`config.mk`:
```
export PLATFORM = sky130hd
export DESIGN_NAME = ocsc_top
export DESIGN_NICKNAME = d
export VERILOG_FILES = /design/src/rtl/ocsc_pkg.sv /design/src/rtl/ocsc_protect.sv /design/src/rtl/ocsc_top.sv
export VERILOG_INCLUDE_DIRS = /design/src /design/src/rtl
export SDC_FILE = /design/constraint.sdc
export NUM_CORES = 1
export LEC_CHECK = 0
export ABC_AREA = 0
export BUFFER_PORTS_ARGS = -buffer_cell sky130_fd_sc_hd__buf_4
export CORE_MARGIN = 2
export CORE_UTILIZATION = 55
export CTS_CLUSTER_DIAMETER = 40
export DETAILED_ROUTE_END_ITERATION = 10
export GPL_TIMING_DRIVEN = 0
export PLACE_DENSITY_LB_ADDON = 0.08
export REMOVE_ABC_BUFFERS = 1
export SLEW_MARGIN = 20
export SYNTH_ARGS = -nofsm -noshare
export SYNTH_HDL_FRONTEND = slang
export SYNTH_SLANG_ARGS = --single-unit
```
`constraint.sdc`:
```
create_clock -name clk -period 2.25 [get_ports clk]
set_input_delay 0.225 -clock clk [delete_from_list [all_inputs] [get_ports clk]]
set_output_delay 0.225 -clock clk [all_outputs]
set_load 0.02 [all_outputs]
```
`src/rtl/ocsc_defs.svh`:
```
// Constants of the overcurrent and sense configuration block.
// Assumes a 40 MHz system clock; included by the package and modules.
`ifndef OCSC_DEFS_SVH
`define OCSC_DEFS_SVH

// ----------------------------------------
// Register map and reset values
// ----------------------------------------
`define OCSC_ADDR_OCP 4'h5
`define OCSC_ADDR_CSA 4'h6
`define OCSC_RST_OCP 11'h159
`define OCSC_RST_CSA 11'h283
`define OCSC_CSA_SRC_BIT 10
`define OCSC_CSA_LSR_BIT 8

// ----------------------------------------
// Serial frame layout
// ----------------------------------------
`define OCSC_FRM_LAST 5'h0f
`define OCSC_FRM_ADR_END 5'h04
`define OCSC_FRM_DATA_FIRST 5'h05
`define OCSC_FRM_RW 15

// ----------------------------------------
// Timing
// ----------------------------------------
`define OCSC_CLK_MHZ 40
`define OCSC_RETRY_LONG_US 4000
`define OCSC_RETRY_SHORT_US 50
`define OCSC_DEAD_BASE_NS 50
`define OCSC_DEG_STEP_US 2
`define OCSC_RETRY_LONG_CYC (`OCSC_RETRY_LONG_US * `OCSC_CLK_MHZ)
`define OCSC_RETRY_SHORT_CYC (`OCSC_RETRY_SHORT_US * `OCSC_CLK_MHZ)
`define OCSC_DEAD_BASE_CYC ((`OCSC_DEAD_BASE_NS * `OCSC_CLK_MHZ + 999) / 1000)
`define OCSC_DEG_STEP_CYC (`OCSC_DEG_STEP_US * `OCSC_CLK_MHZ)

`endif

```
`src/rtl/ocsc_pkg.sv`:
```
// Types and shared decode functions of the configuration block.
// Assumes ocsc_defs.svh is on the include path.
`default_nettype none
`include "ocsc_defs.svh"

package ocsc_pkg;

    // ----------------------------------------
    // Register, state and pin types
    // ----------------------------------------
    typedef enum logic [1:0] {
        OCSC_RESP_LATCH = 2'b00,
        OCSC_RESP_RETRY = 2'b01,
        OCSC_RESP_REPORT = 2'b10,
        OCSC_RESP_OFF = 2'b11
    } ocsc_resp_t;

    typedef enum logic [1:0] {
        OCSC_ST_RUN = 2'b00,
        OCSC_ST_LATCH = 2'b01,
        OCSC_ST_WAIT = 2'b10
    } ocsc_state_t;

    typedef struct packed {
        logic retry_time_select;
        logic [1:0] dead_time_select;
        ocsc_resp_t overcurrent_response_select;
        logic [1:0] overcurrent_filter_time;
        logic [3:0] drain_source_trip_level;
    } ocsc_ocp_t;

    typedef struct packed {
        logic amp_input_source_select;
        logic ref_half_select;
        logic lowside_monitor_return_select;
        logic [1:0] amp_gain_select;
        logic shunt_fault_disable;
        logic amp_a_offset_calibrate;
        logic amp_b_offset_calibrate;
        logic amp_c_offset_calibrate;
        logic [1:0] shunt_trip_level;
    } ocsc_csa_t;

    typedef struct packed {
        logic sclk;
        logic scs_n;
        logic sdi;
        logic ds_oc;
        logic shunt_oc;
        logic [2:0] pwm;
        logic fault_clear;
        logic cycle_clear_on_pwm;
    } ocsc_pins_t;

    // ----------------------------------------
    // Decode functions
    // ----------------------------------------
    function automatic logic [4:0] ocsc_dead_cyc(input logic [1:0] code);
        return 5'(`OCSC_DEAD_BASE_CYC << code);
    endfunction : ocsc_dead_cyc

    function automatic logic [8:0] ocsc_deg_cyc(input logic [1:0] code);
        return 9'(`OCSC_DEG_STEP_CYC * (32'(code) + 1));
    endfunction : ocsc_deg_cyc

endpackage : ocsc_pkg

`default_nettype wire

```
`src/rtl/ocsc_protect.sv`:
```
// Overcurrent filter and fault response sequencer.
// Assumes all inputs are already synchronous to clk.
`timescale 1ns/10ps
`default_nettype none
`include "ocsc_defs.svh"

module ocsc_protect
    import ocsc_pkg::*;
#(
    parameter bit HAS_SHUNT = 1'b1,
    parameter logic [17:0] RETRY_LONG_CYC = 18'(`OCSC_RETRY_LONG_CYC)
) (
    input wire logic clk,
    input wire logic rst,
    input wire logic ce,
    input wire logic ds_oc,
    input wire logic shunt_oc,
    input wire logic pwm_event,
    input wire logic fault_clear,
    input wire logic cbc_en,
    input wire ocsc_ocp_t ocp,
    input wire logic shunt_disable,
    output logic fault_active_ff,
    output logic oc_report_ff
);

    // ----------------------------------------
    // Deglitch filters
    // ----------------------------------------
    logic [8:0] ds_cnt_ff;
    logic [8:0] sh_cnt_ff;
    logic [8:0] deg_lim;
    logic sh_live;
    logic hit;

    function automatic logic [8:0] deg_step(input logic live, input logic [8:0] cnt,
                                            input logic [8:0] lim);
        if (!live) return 9'h000;
        if (cnt < lim) return cnt + 9'h001;
        return cnt;
    endfunction : deg_step

    assign deg_lim = ocsc_deg_cyc(ocp.overcurrent_filter_time);
    assign sh_live = HAS_SHUNT && shunt_oc && !shunt_disable;
    assign hit = (ds_cnt_ff >= deg_lim) || (sh_cnt_ff >= deg_lim);

    always_ff @(posedge clk) begin
        if (rst) begin
            ds_cnt_ff <= 9'h000;
            sh_cnt_ff <= 9'h000;
        end else if (ce) begin
            ds_cnt_ff <= deg_step(ds_oc, ds_cnt_ff, deg_lim);
            sh_cnt_ff <= deg_step(sh_live, sh_cnt_ff, deg_lim);
        end
    end

    // ----------------------------------------
    // Response state machine
    // ----------------------------------------
    ocsc_state_t st_ff;
    ocsc_state_t nxt_st;
    logic [17:0] retry_cnt_ff;
    logic [17:0] retry_lim;
    ocsc_resp_t resp;

    assign resp = ocp.overcurrent_response_select;
    assign retry_lim = ocp.retry_time_select ? 18'(`OCSC_RETRY_SHORT_CYC)
                                             : RETRY_LONG_CYC;

    always_comb begin
        nxt_st = st_ff;
        case (st_ff)
            OCSC_ST_RUN: begin
                if (hit && resp == OCSC_RESP_LATCH) nxt_st = OCSC_ST_LATCH;
                else if (hit && resp == OCSC_RESP_RETRY) nxt_st = OCSC_ST_WAIT;
            end
            OCSC_ST_LATCH: begin
                if (fault_clear && !hit) nxt_st = OCSC_ST_RUN;
            end
            OCSC_ST_WAIT: begin
                if (cbc_en && pwm_event) nxt_st = OCSC_ST_RUN;
                else if (retry_cnt_ff == 18'h00000) nxt_st = OCSC_ST_RUN;
            end
            default: nxt_st = OCSC_ST_RUN;
        endcase
    end

    always_ff @(posedge clk) begin
        if (rst) begin
            st_ff <= OCSC_ST_RUN;
            fault_active_ff <= 1'b0;
        end else if (ce) begin
            st_ff <= nxt_st;
            fault_active_ff <= (nxt_st != OCSC_ST_RUN);
        end
    end

    always_ff @(posedge clk) begin
        if (rst) begin
            retry_cnt_ff <= 18'h00000;
        end else if (ce) begin
            if (st_ff != OCSC_ST_WAIT) retry_cnt_ff <= retry_lim - 18'h00001;
            else if (retry_cnt_ff != 18'h00000) retry_cnt_ff <= retry_cnt_ff - 18'h00001;
        end
    end

    // The report flag is sticky; a new detection beats a clear in the same cycle.
    always_ff @(posedge clk) begin
        if (rst) begin
            oc_report_ff <= 1'b0;
        end else if (ce) begin
            if (hit && resp != OCSC_RESP_OFF) oc_report_ff <= 1'b1;
            else if (fault_clear) oc_report_ff <= 1'b0;
        end
    end
endmodule : ocsc_protect

`default_nettype wire

```
`src/rtl/ocsc_top.sv`:
```
// Overcurrent and current-sense configuration registers of a gate driver.
// Assumes the serial pins come from an outside master and are asynchronous.
`timescale 1ns/10ps
`default_nettype none
`include "ocsc_defs.svh"

module ocsc_top
    import ocsc_pkg::*;
#(
    parameter bit HAS_AMP = 1'b1,
    parameter logic [17:0] RETRY_LONG_CYC = 18'(`OCSC_RETRY_LONG_CYC)
) (
    input wire logic clk,
    input wire logic rst,
    input wire logic ce,
    input wire logic spi_sclk,
    input wire logic spi_scs_n,
    input wire logic spi_sdi,
    input wire logic ds_oc_in,
    input wire logic shunt_oc_in,
    input wire logic [2:0] pwm_in,
    input wire logic fault_clear_in,
    input wire logic cycle_clear_on_pwm,
    output logic spi_sdo_ff,
    output logic spi_sdo_oe_ff,
    output logic [2:0] gate_hs_ff,
    output logic [2:0] gate_ls_ff,
    output logic fault_active_ff,
    output logic oc_report_ff,
    output ocsc_ocp_t ocp_cfg_ff,
    output ocsc_csa_t csa_cfg_ff
);

    // ----------------------------------------
    // Pin synchronisers
    // ----------------------------------------
    ocsc_pins_t pins;
    ocsc_pins_t sync1_ff;
    ocsc_pins_t sync2_ff;
    ocsc_pins_t prev_ff;

    assign pins = '{
        sclk: spi_sclk,
        scs_n: spi_scs_n,
        sdi: spi_sdi,
        ds_oc: ds_oc_in,
        shunt_oc: shunt_oc_in,
        pwm: pwm_in,
        fault_clear: fault_clear_in,
        cycle_clear_on_pwm: cycle_clear_on_pwm
    };

    // Idle values keep a reset from looking like a chip-select edge.
    always_ff @(posedge clk) begin
        if (rst) begin
            sync1_ff <= '{scs_n: 1'b1, default: '0};
            sync2_ff <= '{scs_n: 1'b1, default: '0};
            prev_ff <= '{scs_n: 1'b1, default: '0};
        end else if (ce) begin
            sync1_ff <= pins;
            sync2_ff <= sync1_ff;
            prev_ff <= sync2_ff;
        end
    end

    logic sclk_rise;
    logic sclk_fall;
    logic cs_act;
    logic cs_start;
    logic pwm_event;
    logic clear_pulse;

    assign sclk_rise = sync2_ff.sclk && !prev_ff.sclk;
    assign sclk_fall = !sync2_ff.sclk && prev_ff.sclk;
    assign cs_act = !sync2_ff.scs_n;
    assign cs_start = cs_act && prev_ff.scs_n;
    assign pwm_event = (sync2_ff.pwm != prev_ff.pwm);
    assign clear_pulse = sync2_ff.fault_clear && !prev_ff.fault_clear;

    // ----------------------------------------
    // Serial frame receiver
    // ----------------------------------------
    // A frame is 16 bits, most significant first: read flag, 4-bit address,
    // 11 data bits. The master changes data on the rising and samples on
    // the falling clock edge. Frames cut short by chip select are dropped.
    logic [15:0] rx_ff;
    logic [4:0] bit_ff;
    logic [3:0] adr_ff;
    logic [15:0] frame;
    logic frame_done;
    logic wr_ocp;
    logic wr_csa;
    logic [10:0] wr_data;

    assign frame = {rx_ff[14:0], sync2_ff.sdi};
    assign frame_done = cs_act && sclk_fall && bit_ff == `OCSC_FRM_LAST;
    assign wr_data = frame[10:0];
    assign wr_ocp = frame_done && !frame[`OCSC_FRM_RW] &&
                    frame[14:11] == `OCSC_ADDR_OCP;
    assign wr_csa = frame_done && !frame[`OCSC_FRM_RW] && HAS_AMP &&
                    frame[14:11] == `OCSC_ADDR_CSA;

    always_ff @(posedge clk) begin
        if (rst) begin
            rx_ff <= 16'h0000;
            bit_ff <= 5'h00;
        end else if (ce) begin
            if (!cs_act) begin
                bit_ff <= 5'h00;
            end else if (sclk_fall && bit_ff <= `OCSC_FRM_LAST) begin
                rx_ff <= frame;
                bit_ff <= bit_ff + 5'h01;
            end
        end
    end

    always_ff @(posedge clk) begin
        if (rst) begin
            adr_ff <= 4'h0;
        end else if (ce) begin
            if (cs_act && sclk_fall && bit_ff == `OCSC_FRM_ADR_END) begin
                adr_ff <= frame[3:0];
            end
        end
    end

    // ----------------------------------------
    // Registers
    // ----------------------------------------
    always_ff @(posedge clk) begin
        if (rst) begin
            ocp_cfg_ff <= ocsc_ocp_t'(`OCSC_RST_OCP);
        end else if (ce) begin
            if (wr_ocp) ocp_cfg_ff <= ocsc_ocp_t'(wr_data);
        end
    end

    logic [10:0] csa_wr;

    // The return-select bit is forced whenever the switch node is chosen.
    always_comb begin
        csa_wr = wr_data;
        if (wr_data[`OCSC_CSA_SRC_BIT]) csa_wr[`OCSC_CSA_LSR_BIT] = 1'b1;
    end

    always_ff @(posedge clk) begin
        if (rst) begin
            csa_cfg_ff <= ocsc_csa_t'(`OCSC_RST_CSA);
        end else if (ce) begin
            // Fields drive the analog sense path directly.
            // Gain, calibration and shunt level follow.
            if (wr_csa) csa_cfg_ff <= ocsc_csa_t'(csa_wr);
        end
    end

    // ----------------------------------------
    // Read-back
    // ----------------------------------------
    logic [10:0] rd_data;

    always_comb begin
        rd_data = 11'h000;
        if (adr_ff == `OCSC_ADDR_OCP) rd_data = ocp_cfg_ff;
        else if (adr_ff == `OCSC_ADDR_CSA && HAS_AMP) rd_data = csa_cfg_ff;
    end

    // The output follows the sampled clock, so the master must leave at least
    // four system clocks between serial clock edges.
    always_ff @(posedge clk) begin
        if (rst) begin
            spi_sdo_ff <= 1'b0;
            spi_sdo_oe_ff <= 1'b0;
        end else if (ce) begin
            spi_sdo_oe_ff <= cs_act;
            if (cs_start) begin
                spi_sdo_ff <= 1'b0;
            end else if (cs_act && sclk_rise) begin
                if (bit_ff >= `OCSC_FRM_DATA_FIRST && bit_ff <= `OCSC_FRM_LAST) begin
                    spi_sdo_ff <= rd_data[4'(5'h0f - bit_ff)];
                end else begin
                    spi_sdo_ff <= 1'b0;
                end
            end
        end
    end

    // ----------------------------------------
    // Fault response
    // ----------------------------------------
    ocsc_protect #(
        .HAS_SHUNT(HAS_AMP),
        .RETRY_LONG_CYC(RETRY_LONG_CYC)
    ) u_protect (
        .clk(clk),
        .rst(rst),
        .ce(ce),
        .ds_oc(sync2_ff.ds_oc),
        .shunt_oc(sync2_ff.shunt_oc),
        .pwm_event(pwm_event),
        .fault_clear(clear_pulse),
        .cbc_en(sync2_ff.cycle_clear_on_pwm),
        .ocp(ocp_cfg_ff),
        .shunt_disable(csa_cfg_ff.shunt_fault_disable),
        .fault_active_ff(fault_active_ff),
        .oc_report_ff(oc_report_ff)
    );

    // ----------------------------------------
    // Gate outputs with dead time
    // ----------------------------------------
    // Each phase has one complementary input. On every change both switches
    // are turned off, and the new one waits out the dead time; the real gap
    // is one clock longer than the programmed figure, which errs safe.
    logic [2:0][4:0] dt_cnt_ff;
    logic [4:0] dt_lim;

    assign dt_lim = ocsc_dead_cyc(ocp_cfg_ff.dead_time_select);

    always_ff @(posedge clk) begin
        if (rst) begin
            gate_hs_ff <= 3'h0;
            gate_ls_ff <= 3'h0;
            dt_cnt_ff <= '0;
        end else if (ce) begin
            for (int i = 0; i < 3; i++) begin
                if (fault_active_ff || sync2_ff.pwm[i] != prev_ff.pwm[i]) begin
                    gate_hs_ff[i] <= 1'b0;
                    gate_ls_ff[i] <= 1'b0;
                    dt_cnt_ff[i] <= dt_lim;
                end else if (dt_cnt_ff[i] != 5'h00) begin
                    dt_cnt_ff[i] <= dt_cnt_ff[i] - 5'h01;
                end else begin
                    gate_hs_ff[i] <= prev_ff.pwm[i];
                    gate_ls_ff[i] <= !prev_ff.pwm[i];
                end
            end
        end
    end
endmodule : ocsc_top

`default_nettype wire

```
==> results of run 1 <==
[repair_timing]
action | CTS | global route
endpoints found under the setup margin | 64 | 79
hold buffers | 0 | 0
resized for setup | 14 | 26
pin swaps | 7 | 16
gates cloned | 0 | 1
setup buffers | 2 | 14
[flip-flops by register name (all words and copies together), names as in the netlist, 3 cells and up]
signal                  cells
sync2_ff                    9
dt_cnt_ff                  15
ocp_cfg_ff                 11
csa_cfg_ff                 11
rx_ff                      15
u_protect.retry_cnt_ff     18
u_protect.ds_cnt_ff         9
gate_hs_ff                  3
bit_ff                      5
gate_ls_ff                  3
adr_ff                      4
prev_ff                     6
u_protect.sh_cnt_ff         9
sync1_ff                   10
[through the flow]
stage	total power, mW	instances	TNS [ps]	setup WS (ps)	utilization (%)
after floorplan	3.46	780	-420	-262	-
after global placement	3.69	971	-20590	-901	59.2
after detailed placement	3.74	971	-17400	-358	59.4
after CTS	6.49	1003	-913	-79.2	64.8
after global routing	6.80	1018	-128	-40.6	66.9
final	6.49	1018	0	45.9	66.9
[power by group through the flow]
stage / combinational [mW] / sequential (mW) / clock (mW)
CTS: 1.03 / 2.68 / 2.79
detailed placement: 1.02 / 2.73 / 0
global placement: 0.978 / 2.72 / 0
floorplan: 0.752 / 2.71 / 0
global route: 1.20 / 2.71 / 2.89
finish: 1.06 / 2.69 / 2.74
[Yosys cell counts (4+ instances only)]
| library cell | count |
|---|---|
| a21oi_1 | 74 |
| nor3_1 | 24 |
| o21ai_0 | 39 |
| a31oi_1 | 5 |
| clkbuf_1 | 30 |
| buf_1 | 4 |
| a211oi_1 | 10 |
| mux4_2 | 4 |
| and3_1 | 7 |
| nor2_1 | 119 |
| nor4_1 | 7 |
| nand2b_1 | 8 |
| or3_1 | 5 |
| nand3_1 | 18 |
| nor2b_1 | 8 |
| a211o_1 | 11 |
| nand3b_1 | 4 |
| ha_1 | 22 |
| mux2i_1 | 46 |
| o21ai_1 | 14 |
| nand2_1 | 83 |
| xor2_1 | 11 |
| inv_1 | 31 |
| o22ai_1 | 5 |
| nor3b_1 | 4 |
| nand4_1 | 13 |
| buf_2 | 7 |
| a22oi_1 | 9 |
| dfxtp_1 | 135 |
[how the worst max path moves through the flow]
stage                   from                   endpoint  slack, ps  depth (start not counted)
4_1_cts            bit_ff[0]              csa_cfg_ff[9]        -80                          7
3_5_place_dp              ce     u_protect.ds_cnt_ff[7]       -360                          6
5_1_grt        ocp_cfg_ff[4]         u_protect.st_ff[0]        -40                         11
3_3_place_gp       adr_ff[2]                 spi_sdo_ff       -900                          6
2_1_floorplan      adr_ff[2]                 spi_sdo_ff       -260                          5
6_report       ocp_cfg_ff[4]  u_protect.fault_active_ff         50                         11
[cells by family after synthesis]
kind of cell             Yosys count
adder cells (fa/ha/maj)           22
XOR/XNOR                          14
AND/OR/NAND/NOR                  328
multiplexers                      51
AO/OA/AOI/OAI                    198
flip-flops                       135
buffers and inverters             76
[metal layers]
metal / vias to the layer above / part of all wire (%) / routed length, um / GRT usage (%)
li1: 2981 / - / - / -
met4: 0 / 1.2 / 180 / 7.47
met1: 2828 / 46 / 7120 / 29.9
met2: 139 / 48 / 7500 / 39.7
met3: 17 / 4.8 / 738 / 5.96
met5: - / 0 / 0 / 0
[area by class of cell]
type / count / area [um^2]
clock buffer: 20 / 457
tap: 147 / 184
sequential: 135 / 2710
inverter: 32 / 124
clock inverter: 10 / 129
timing repair inverter: 1 / 5.00
timing repair buffer: 60 / 470
multi-input combinational: 613 / 3950
fill: 994 / 3980
==> flow_summary.ini, run 1 <==
[power]
p_leak_nw = 3.26
pwr_density_cell_mw_per_mm2 = 807
seq_power_share_pct = 41.4
irDropWorstVdd_v = 0.000595
pwr-share-comb_pct = 16.3
pwr-share-clk_pct = 42.3
p_sw_mw = 1.75
switching_share_pct = 27.0
internal-power_mw = 4.74

[clock_network]
clock_path_buffers = 2
cts_root_buf = clkbuf_16
cts.sinks = 135
cts_tree = yes
clk_latency_ps = 420
cts_buffers = 17
path_clk_slew_ps = 50
htree_levels = 4

[final_layout]
design_area_mm2 = 0.00803
num_antenna_cells = 0
final_cell_mix = 131 x dfxtp_1, 118 x nor2_1, 83 x nand2_1
layout_commonest_cell = dfxtp_1
drive_gt1_share_pct = 15.7
final_nets = 895
area_delta_synth_final_pct = 18.4

[logic_synthesis]
synth_seq_cells = 135
synth_top_area_share_pct = 39.8
yosys.area_share.simple_pct = 23.3
synthFlopType = dfxtp_1
yosysSeqAreaShare_pct = 39.8
synth_cell_types = 71
synth_top_cell_by_area = dfxtp_1
synth_top_family_by_area = simple AND/OR/NAND/NOR gates
synth.area.mux_share_pct = 8.28
syn_area_per_cell_um2 = 8.23
synthAdderAreaFrac_pct = 4.06
yosys_warnings = 0
synth_xor_area_share_pct = 1.92
synth_compound_area_share_pct = 18.1
netlist_instances = 824
synthesis.area_mm2 = 0.00679
async_reset_ff_share_pct = 0
synth-edff-count = 0
synthTopCellsByArea = dfxtp_1 40%, mux2i_1 6.8%, nor2_1 6.6%, a21oi_1 5.5%, nand2_1 4.6%

[timing]
whs_ps = 16.7
fmax_ghz = 0.454
finalCritPeriodShare_pct = 98.0
hold_viol_final = 0
setup_viol = 0
period_needed_ps = 2200
skew_ps = 7.51
relSlewSlack_pct = 36.4
final_max_slew_viol_count = 0
tightestPinTransition_ps = 955

[drt]
vias = 5965
avgViaCountPerCell = 5.86
wl_per_cell_um = 15.3
antenna_left = 0
drt_iter0_markers = 412
firstDrtPassIters = 5
drc_errors = 0
drt_wl_total_um = 15500

[global_routing]
grt_max_degree = 127
grt_pass1_vias = 5548
grtUsageTotal_pct = 23.6
grt_antenna_before_repair = 0
grt_pass1_wl_um = 25300
gr-total-overflow = 0

[critical_path]
crit_type = reg -> reg
path_cells = ha_4, inv_2, buf_4, ha_1, a211oi_1, o21ai_0, nand3_1, nand4_1, buf_4, a21oi_1, o22ai_1
slowest_delay_ps = 400
worst-r2r-setup-slack_ps = 50
reg2reg_from = ocp_cfg_ff[4]
worstPathRequired_ps = 2510
worstReg2RegEnd = u_protect.fault_active_ff
crit_path_end_kind = register
startpoint_type = register
crit_path_frequent_cell = buf_4
slowest_stage = dfxtp_4
cp_top_family = compound AO/OA/AOI/OAI gates
worst-path-buf-inv = 3
arrival_ps = 2470
path_max_fanout = 4
reg2reg_depth = 11

[floorplanning]
ios = 45
die_area_mm2 = 0.0132
coreArea_mm2 = 0.0120
fp-row-count = 40
die_w_um = 115
die_h_um = 115
initial_core_util_pct = 56.5

[placement]
gp_congestion = 0.889
dpl-instance-area_mm2 = 0.00713
port_buffers = 44
dp_hpwl_um = 9800

[hold_path]
min_to = sync1_ff[8]
hold_start = spi_scs_n
hold_class = in -> reg
whs_path_depth = 2

[run]
maxCapViolations = 0

[outcome]
status = completed
(Power assumes the default switching activity.)
==> run 2, diff against run 1 <==
--- a/config.mk
+++ b/config.mk
@@ -13,7 +13,7 @@
 export CTS_CLUSTER_DIAMETER = 40
 export DETAILED_ROUTE_END_ITERATION = 10
 export GPL_TIMING_DRIVEN = 0
-export PLACE_DENSITY_LB_ADDON = 0.08
+export PLACE_DENSITY = 0.73
 export REMOVE_ABC_BUFFERS = 1
 export SLEW_MARGIN = 20
 export SYNTH_ARGS = -nofsm -noshare
==> constraint.sdc (replaced) <==
create_clock -name clk -period 2.6 [get_ports clk]
set_input_delay 0.26 -clock clk [delete_from_list [all_inputs] [get_ports clk]]
set_output_delay 0.26 -clock clk [all_outputs]
set_load 0.02 [all_outputs]
==> flow_summary.ini, run 2 (synthesized netlist as in run 1, its figures left out) <==
[final_layout]
fillers = 1052
final_nets = 878
drive_gt1_share_pct = 12.0
finalNonFillerCells = 1003
num_antenna_cells = 0
final_cell_mix = 135 x dfxtp_1, 118 x nor2_1, 83 x nand2_1
regMostFlops = u_protect.retry_cnt_ff
area_delta_synth_final_pct = 14.3
largest_reg_flops = 18
largestRegisters = u_protect.retry_cnt_ff x18, dt_cnt_ff x15, rx_ff x15
layout_commonest_cell = dfxtp_1

[timing]
whs_ps = 35.8
hold_viol_final = 0
tightestPinTransition_ps = 933
setup_viol = 0
skew_ps = 5.70
fin_tns_setup_ps = 0
period_needed_ps = 2470
relSlewSlack_pct = 37.8
fmax_ghz = 0.405
finalCritPeriodShare_pct = 94.9
final_max_slew_viol_count = 0
setup_ws_ps = 131

[floorplanning]
fp-row-count = 40
die_area_mm2 = 0.0132
die_h_um = 115
coreArea_mm2 = 0.0120
ios = 45
initial_core_util_pct = 56.5
die_w_um = 115

[run]
maxCapViolations = 0

[global_routing]
grt_antenna_before_repair = 0
grt_pass1_vias = 5647
grtUsageTotal_pct = 24.1
grt_pass1_wl_um = 25700
grt_max_degree = 127
gr-total-overflow = 0

[clock_network]
htree_levels = 4
clk_latency_ps = 430
cts.sinks = 135
hold_buffers = 0
cts_tree = yes
clock_path_buffers = 2
cts_root_buf = clkbuf_16
post-cts-setup-buffer-count = 0
path_clk_slew_ps = 60
cts_buffers = 17

[power]
pwr_density_cell_mw_per_mm2 = 726
irDropWorstVdd_v = 0.000670
power_mw = 5.63
p_leak_nw = 3.08

[outcome]
status = completed

[drt]
drt_wl_total_um = 15400
firstDrtPassIters = 8
wl_per_cell_um = 15.3
vias = 6065
antenna_left = 0
avgViaCountPerCell = 6.05
drt_iter0_markers = 460
drc_errors = 0

[critical_path]
startpoint_type = register
slowest_delay_ps = 530
slowest_stage = or4_1
arrival_ps = 2830
worstPathRequired_ps = 2960
crit_type = reg -> reg
crit_path_end_kind = register
path_cells = ha_1, inv_1, ha_1, nand3_1, o211ai_2, a22oi_4, o21ai_4, or4_1, a21oi_1
path_max_fanout = 8
crit_path_frequent_cell = ha_1

[placement]
gp_congestion = 0.863
port_buffers = 44
dp_cells = 971
place_ws_ps = -23.2
dp_hpwl_um = 10200

[hold_path]
hold_class = in -> reg
[run 2: metal layers]
metal | global-route usage [%] | routed length (um) | up-vias
met5 | 0 | 0 | -
met4 | 8.92 | 386 | 0
met3 | 7.17 | 732 | 47
met2 | 39.8 | 7640 | 183
met1 | 29.7 | 6620 | 2889
li1 | - | - | 2946
[run 2: area by class of cell]
type	count	area (um^2)	share of cell area, %
clock buffers	22	484	6.24
clock inverters	10	118	1.52
inverters	32	120	1.55
multi-input cells	613	3820	49.2
flip-flops and latches	135	2700	34.8
well taps	147	184	2.37
repair buffers	44	334	4.31
[run 2: critical path: cells and delay by family (launching register included)]
| family | cells | cell delay, ps |
|---|---|---|
| AO/OA/AOI/OAI | 4 | 710 |
| adder cells (fa/ha/maj) | 2 | 500 |
| buffers and inverters | 1 | 50 |
| flip-flops | 1 | 500 |
| AND/OR/NAND/NOR | 2 | 640 |
[run 2: worst paths after layout]
path,slack (ps),startpoint,endpoint,cells past startpoint
setup / recovery,130,ocp_cfg_ff[4],u_protect.sh_cnt_ff[5],9
hold / removal,40,spi_scs_n,sync1_ff[8],2
setup reg to reg,130,ocp_cfg_ff[4],u_protect.sh_cnt_ff[5],9
hold reg to reg,470,gate_hs_ff[2],gate_hs_ff[2],2
[run 2: stage by stage]
step | utilization [%] | instance area, um^2
after global routing | 64.6 | 7760
after detailed placement | 59.4 | 7130
after floorplan | - | 6600
final | 64.6 | 7760
after CTS | 64.4 | 7740
after global placement | 59.2 | 7110
[run 2: power by group]
part | switching, mW | internal, mW | leakage [nW]
logic | 0.544 | 0.355 | 1.69
registers | 0.124 | 2.20 | 1.10
clock network | 0.895 | 1.51 | 0.297
[run 2: timing repair]
action	CTS	global route
gates resized for setup	1	4
gates cloned	0	0
setup endpoints to repair	1	14
==> run 3, diff against run 2 <==
--- a/config.mk
+++ b/config.mk
@@ -9,11 +9,10 @@
 export ABC_AREA = 0
 export BUFFER_PORTS_ARGS = -buffer_cell sky130_fd_sc_hd__buf_4
 export CORE_MARGIN = 2
-export CORE_UTILIZATION = 55
+export CORE_UTILIZATION = 35
 export CTS_CLUSTER_DIAMETER = 40
 export DETAILED_ROUTE_END_ITERATION = 10
 export GPL_TIMING_DRIVEN = 0
-export PLACE_DENSITY = 0.73
 export REMOVE_ABC_BUFFERS = 1
 export SLEW_MARGIN = 20
 export SYNTH_ARGS = -nofsm -noshare
==> flow_summary.ini, run 3 (synthesized netlist as in run 1, its figures left out) <==
[drt]
drc_errors = 0
antenna_left = 0
route.met3.wl_um = 501
wl_met2_um = 7280
firstDrtPassIters = 5
drt-met1-wl_um = 7870
drt_wl_total_um = 15800
dr.max_layer_used = met4
wl_per_cell_um = 14.2
vias = 5817
avgViaCountPerCell = 5.21
drt_iter0_markers = 358

[final_layout]
num_antenna_cells = 0
drive_gt1_share_pct = 12.3
fillers = 1933
area_delta_synth_final_pct = 16.5
finalNonFillerCells = 1116
largestRegisters = u_protect.retry_cnt_ff x18, dt_cnt_ff x15, rx_ff x15
regMostFlops = u_protect.retry_cnt_ff
final_util_pct = 41.9
final_cell_mix = 134 x dfxtp_1, 118 x nor2_1, 83 x nand2_1
layout_commonest_cell = dfxtp_1
largest_reg_flops = 18
final_nets = 878

[clock_network]
htree_levels = 4
hold_buffers = 0
cts_tree = yes
cts_buffers = 17
clock_path_buffers = 2
cts_root_buf = clkbuf_16
path_clk_slew_ps = 60
ctsResizeCount = 1
clk_latency_ps = 420
post-cts-setup-buffer-count = 0
cts.sinks = 135

[placement]
dp_hpwl_um = 10200
place_ws_ps = -134
port_buffers = 44
dp_cells = 1084
gp_congestion = 0.821

[timing]
finalCritPeriodShare_pct = 93.1
tightestPinTransition_ps = 976
setup_ws_ps = 181
whs_ps = 44.2
skew_ps = 8.98
fmax_ghz = 0.413
final_max_slew_viol_count = 0
hold_viol_final = 0
grt_setup_unrepaired = no
period_needed_ps = 2420
setup_viol = 0
relSlewSlack_pct = 34.9

[global_routing]
grtUsageTotal_pct = 16.0
grt_pass1_wl_um = 26200
grt_antenna_before_repair = 0
grt_max_degree = 127
grt_pass1_vias = 5409
gr-total-overflow = 0

[floorplanning]
die_area_mm2 = 0.0205
fp-row-count = 50
die_w_um = 143
initial_core_util_pct = 35.9
ios = 45
coreArea_mm2 = 0.0189
die_h_um = 143

[critical_path]
startpoint_type = register
crit_type = reg -> reg
reg2reg_depth = 8
path_max_fanout = 10
arrival_ps = 2770
worstPathRequired_ps = 2950
crit_path_end_kind = register

[hold_path]
hold_class = in -> reg
whs_path_depth = 2

[power]
pwr_density_cell_mw_per_mm2 = 725
irDropWorstVdd_v = 0.000402
p_leak_nw = 3.08

[outcome]
status = completed

[run]
maxCapViolations = 0
run 3: where the power goes:
part / leakage [nW] / total [mW] / internal (mW) / switching, mW
sequential: 1.10 / 2.32 / 2.20 / 0.120
clock: 0.295 / 2.53 / 1.54 / 0.991
combinational: 1.69 / 0.886 / 0.355 / 0.531
run 3: layout make-up:
| type | instances | area, um^2 | area share, % |
|---|---|---|---|
| multi-input combinational | 613 | 3810 | 48.2 |
| sequential | 135 | 2700 | 34.2 |
| clock buffer | 18 | 429 | 5.43 |
| timing repair buffer | 44 | 334 | 4.22 |
| tap | 260 | 325 | 4.11 |
| clock inverter | 14 | 186 | 2.36 |
| inverter | 32 | 120 | 1.52 |
run 3: worst max-delay path, cell delays in order (launching register included):
cell and delay, ps:
dfxtp_1 450, inv_1 100, ha_2 430, or3b_1 380, a211oi_2 340, a22oi_4 140, o2111ai_2 250, o21ai_0 130
a21oi_1 140
run 3: metal layers:
metal | global-route usage, % | vias to the layer above
met5 | 0 | -
met1 | 20.8 | 2740
met2 | 26.1 | 98
met3 | 3.92 | 15
li1 | - | 2964
met4 | 5.11 | 0
run 3: path summary, 6_finish.rpt:
kind | end | from | slack [ps]
worst max register to register | u_protect.sh_cnt_ff[7] | ocp_cfg_ff[5] | 180
worst min-delay path | sync1_ff[8] | spi_scs_n | 40
worst max-delay path | u_protect.sh_cnt_ff[7] | ocp_cfg_ff[5] | 180
worst min register to register | sync2_ff[8] | sync1_ff[8] | 450
run 3: per-stage QoR:
step	setup TNS [ps]	instance area, um^2	power [mW]
global route	0	7910	6.04
CTS	0	7890	5.77
floorplan	0	6600	3.00
finish	0	7910	5.73
global placement	-6050	7250	3.22
detailed placement	-2500	7280	3.24
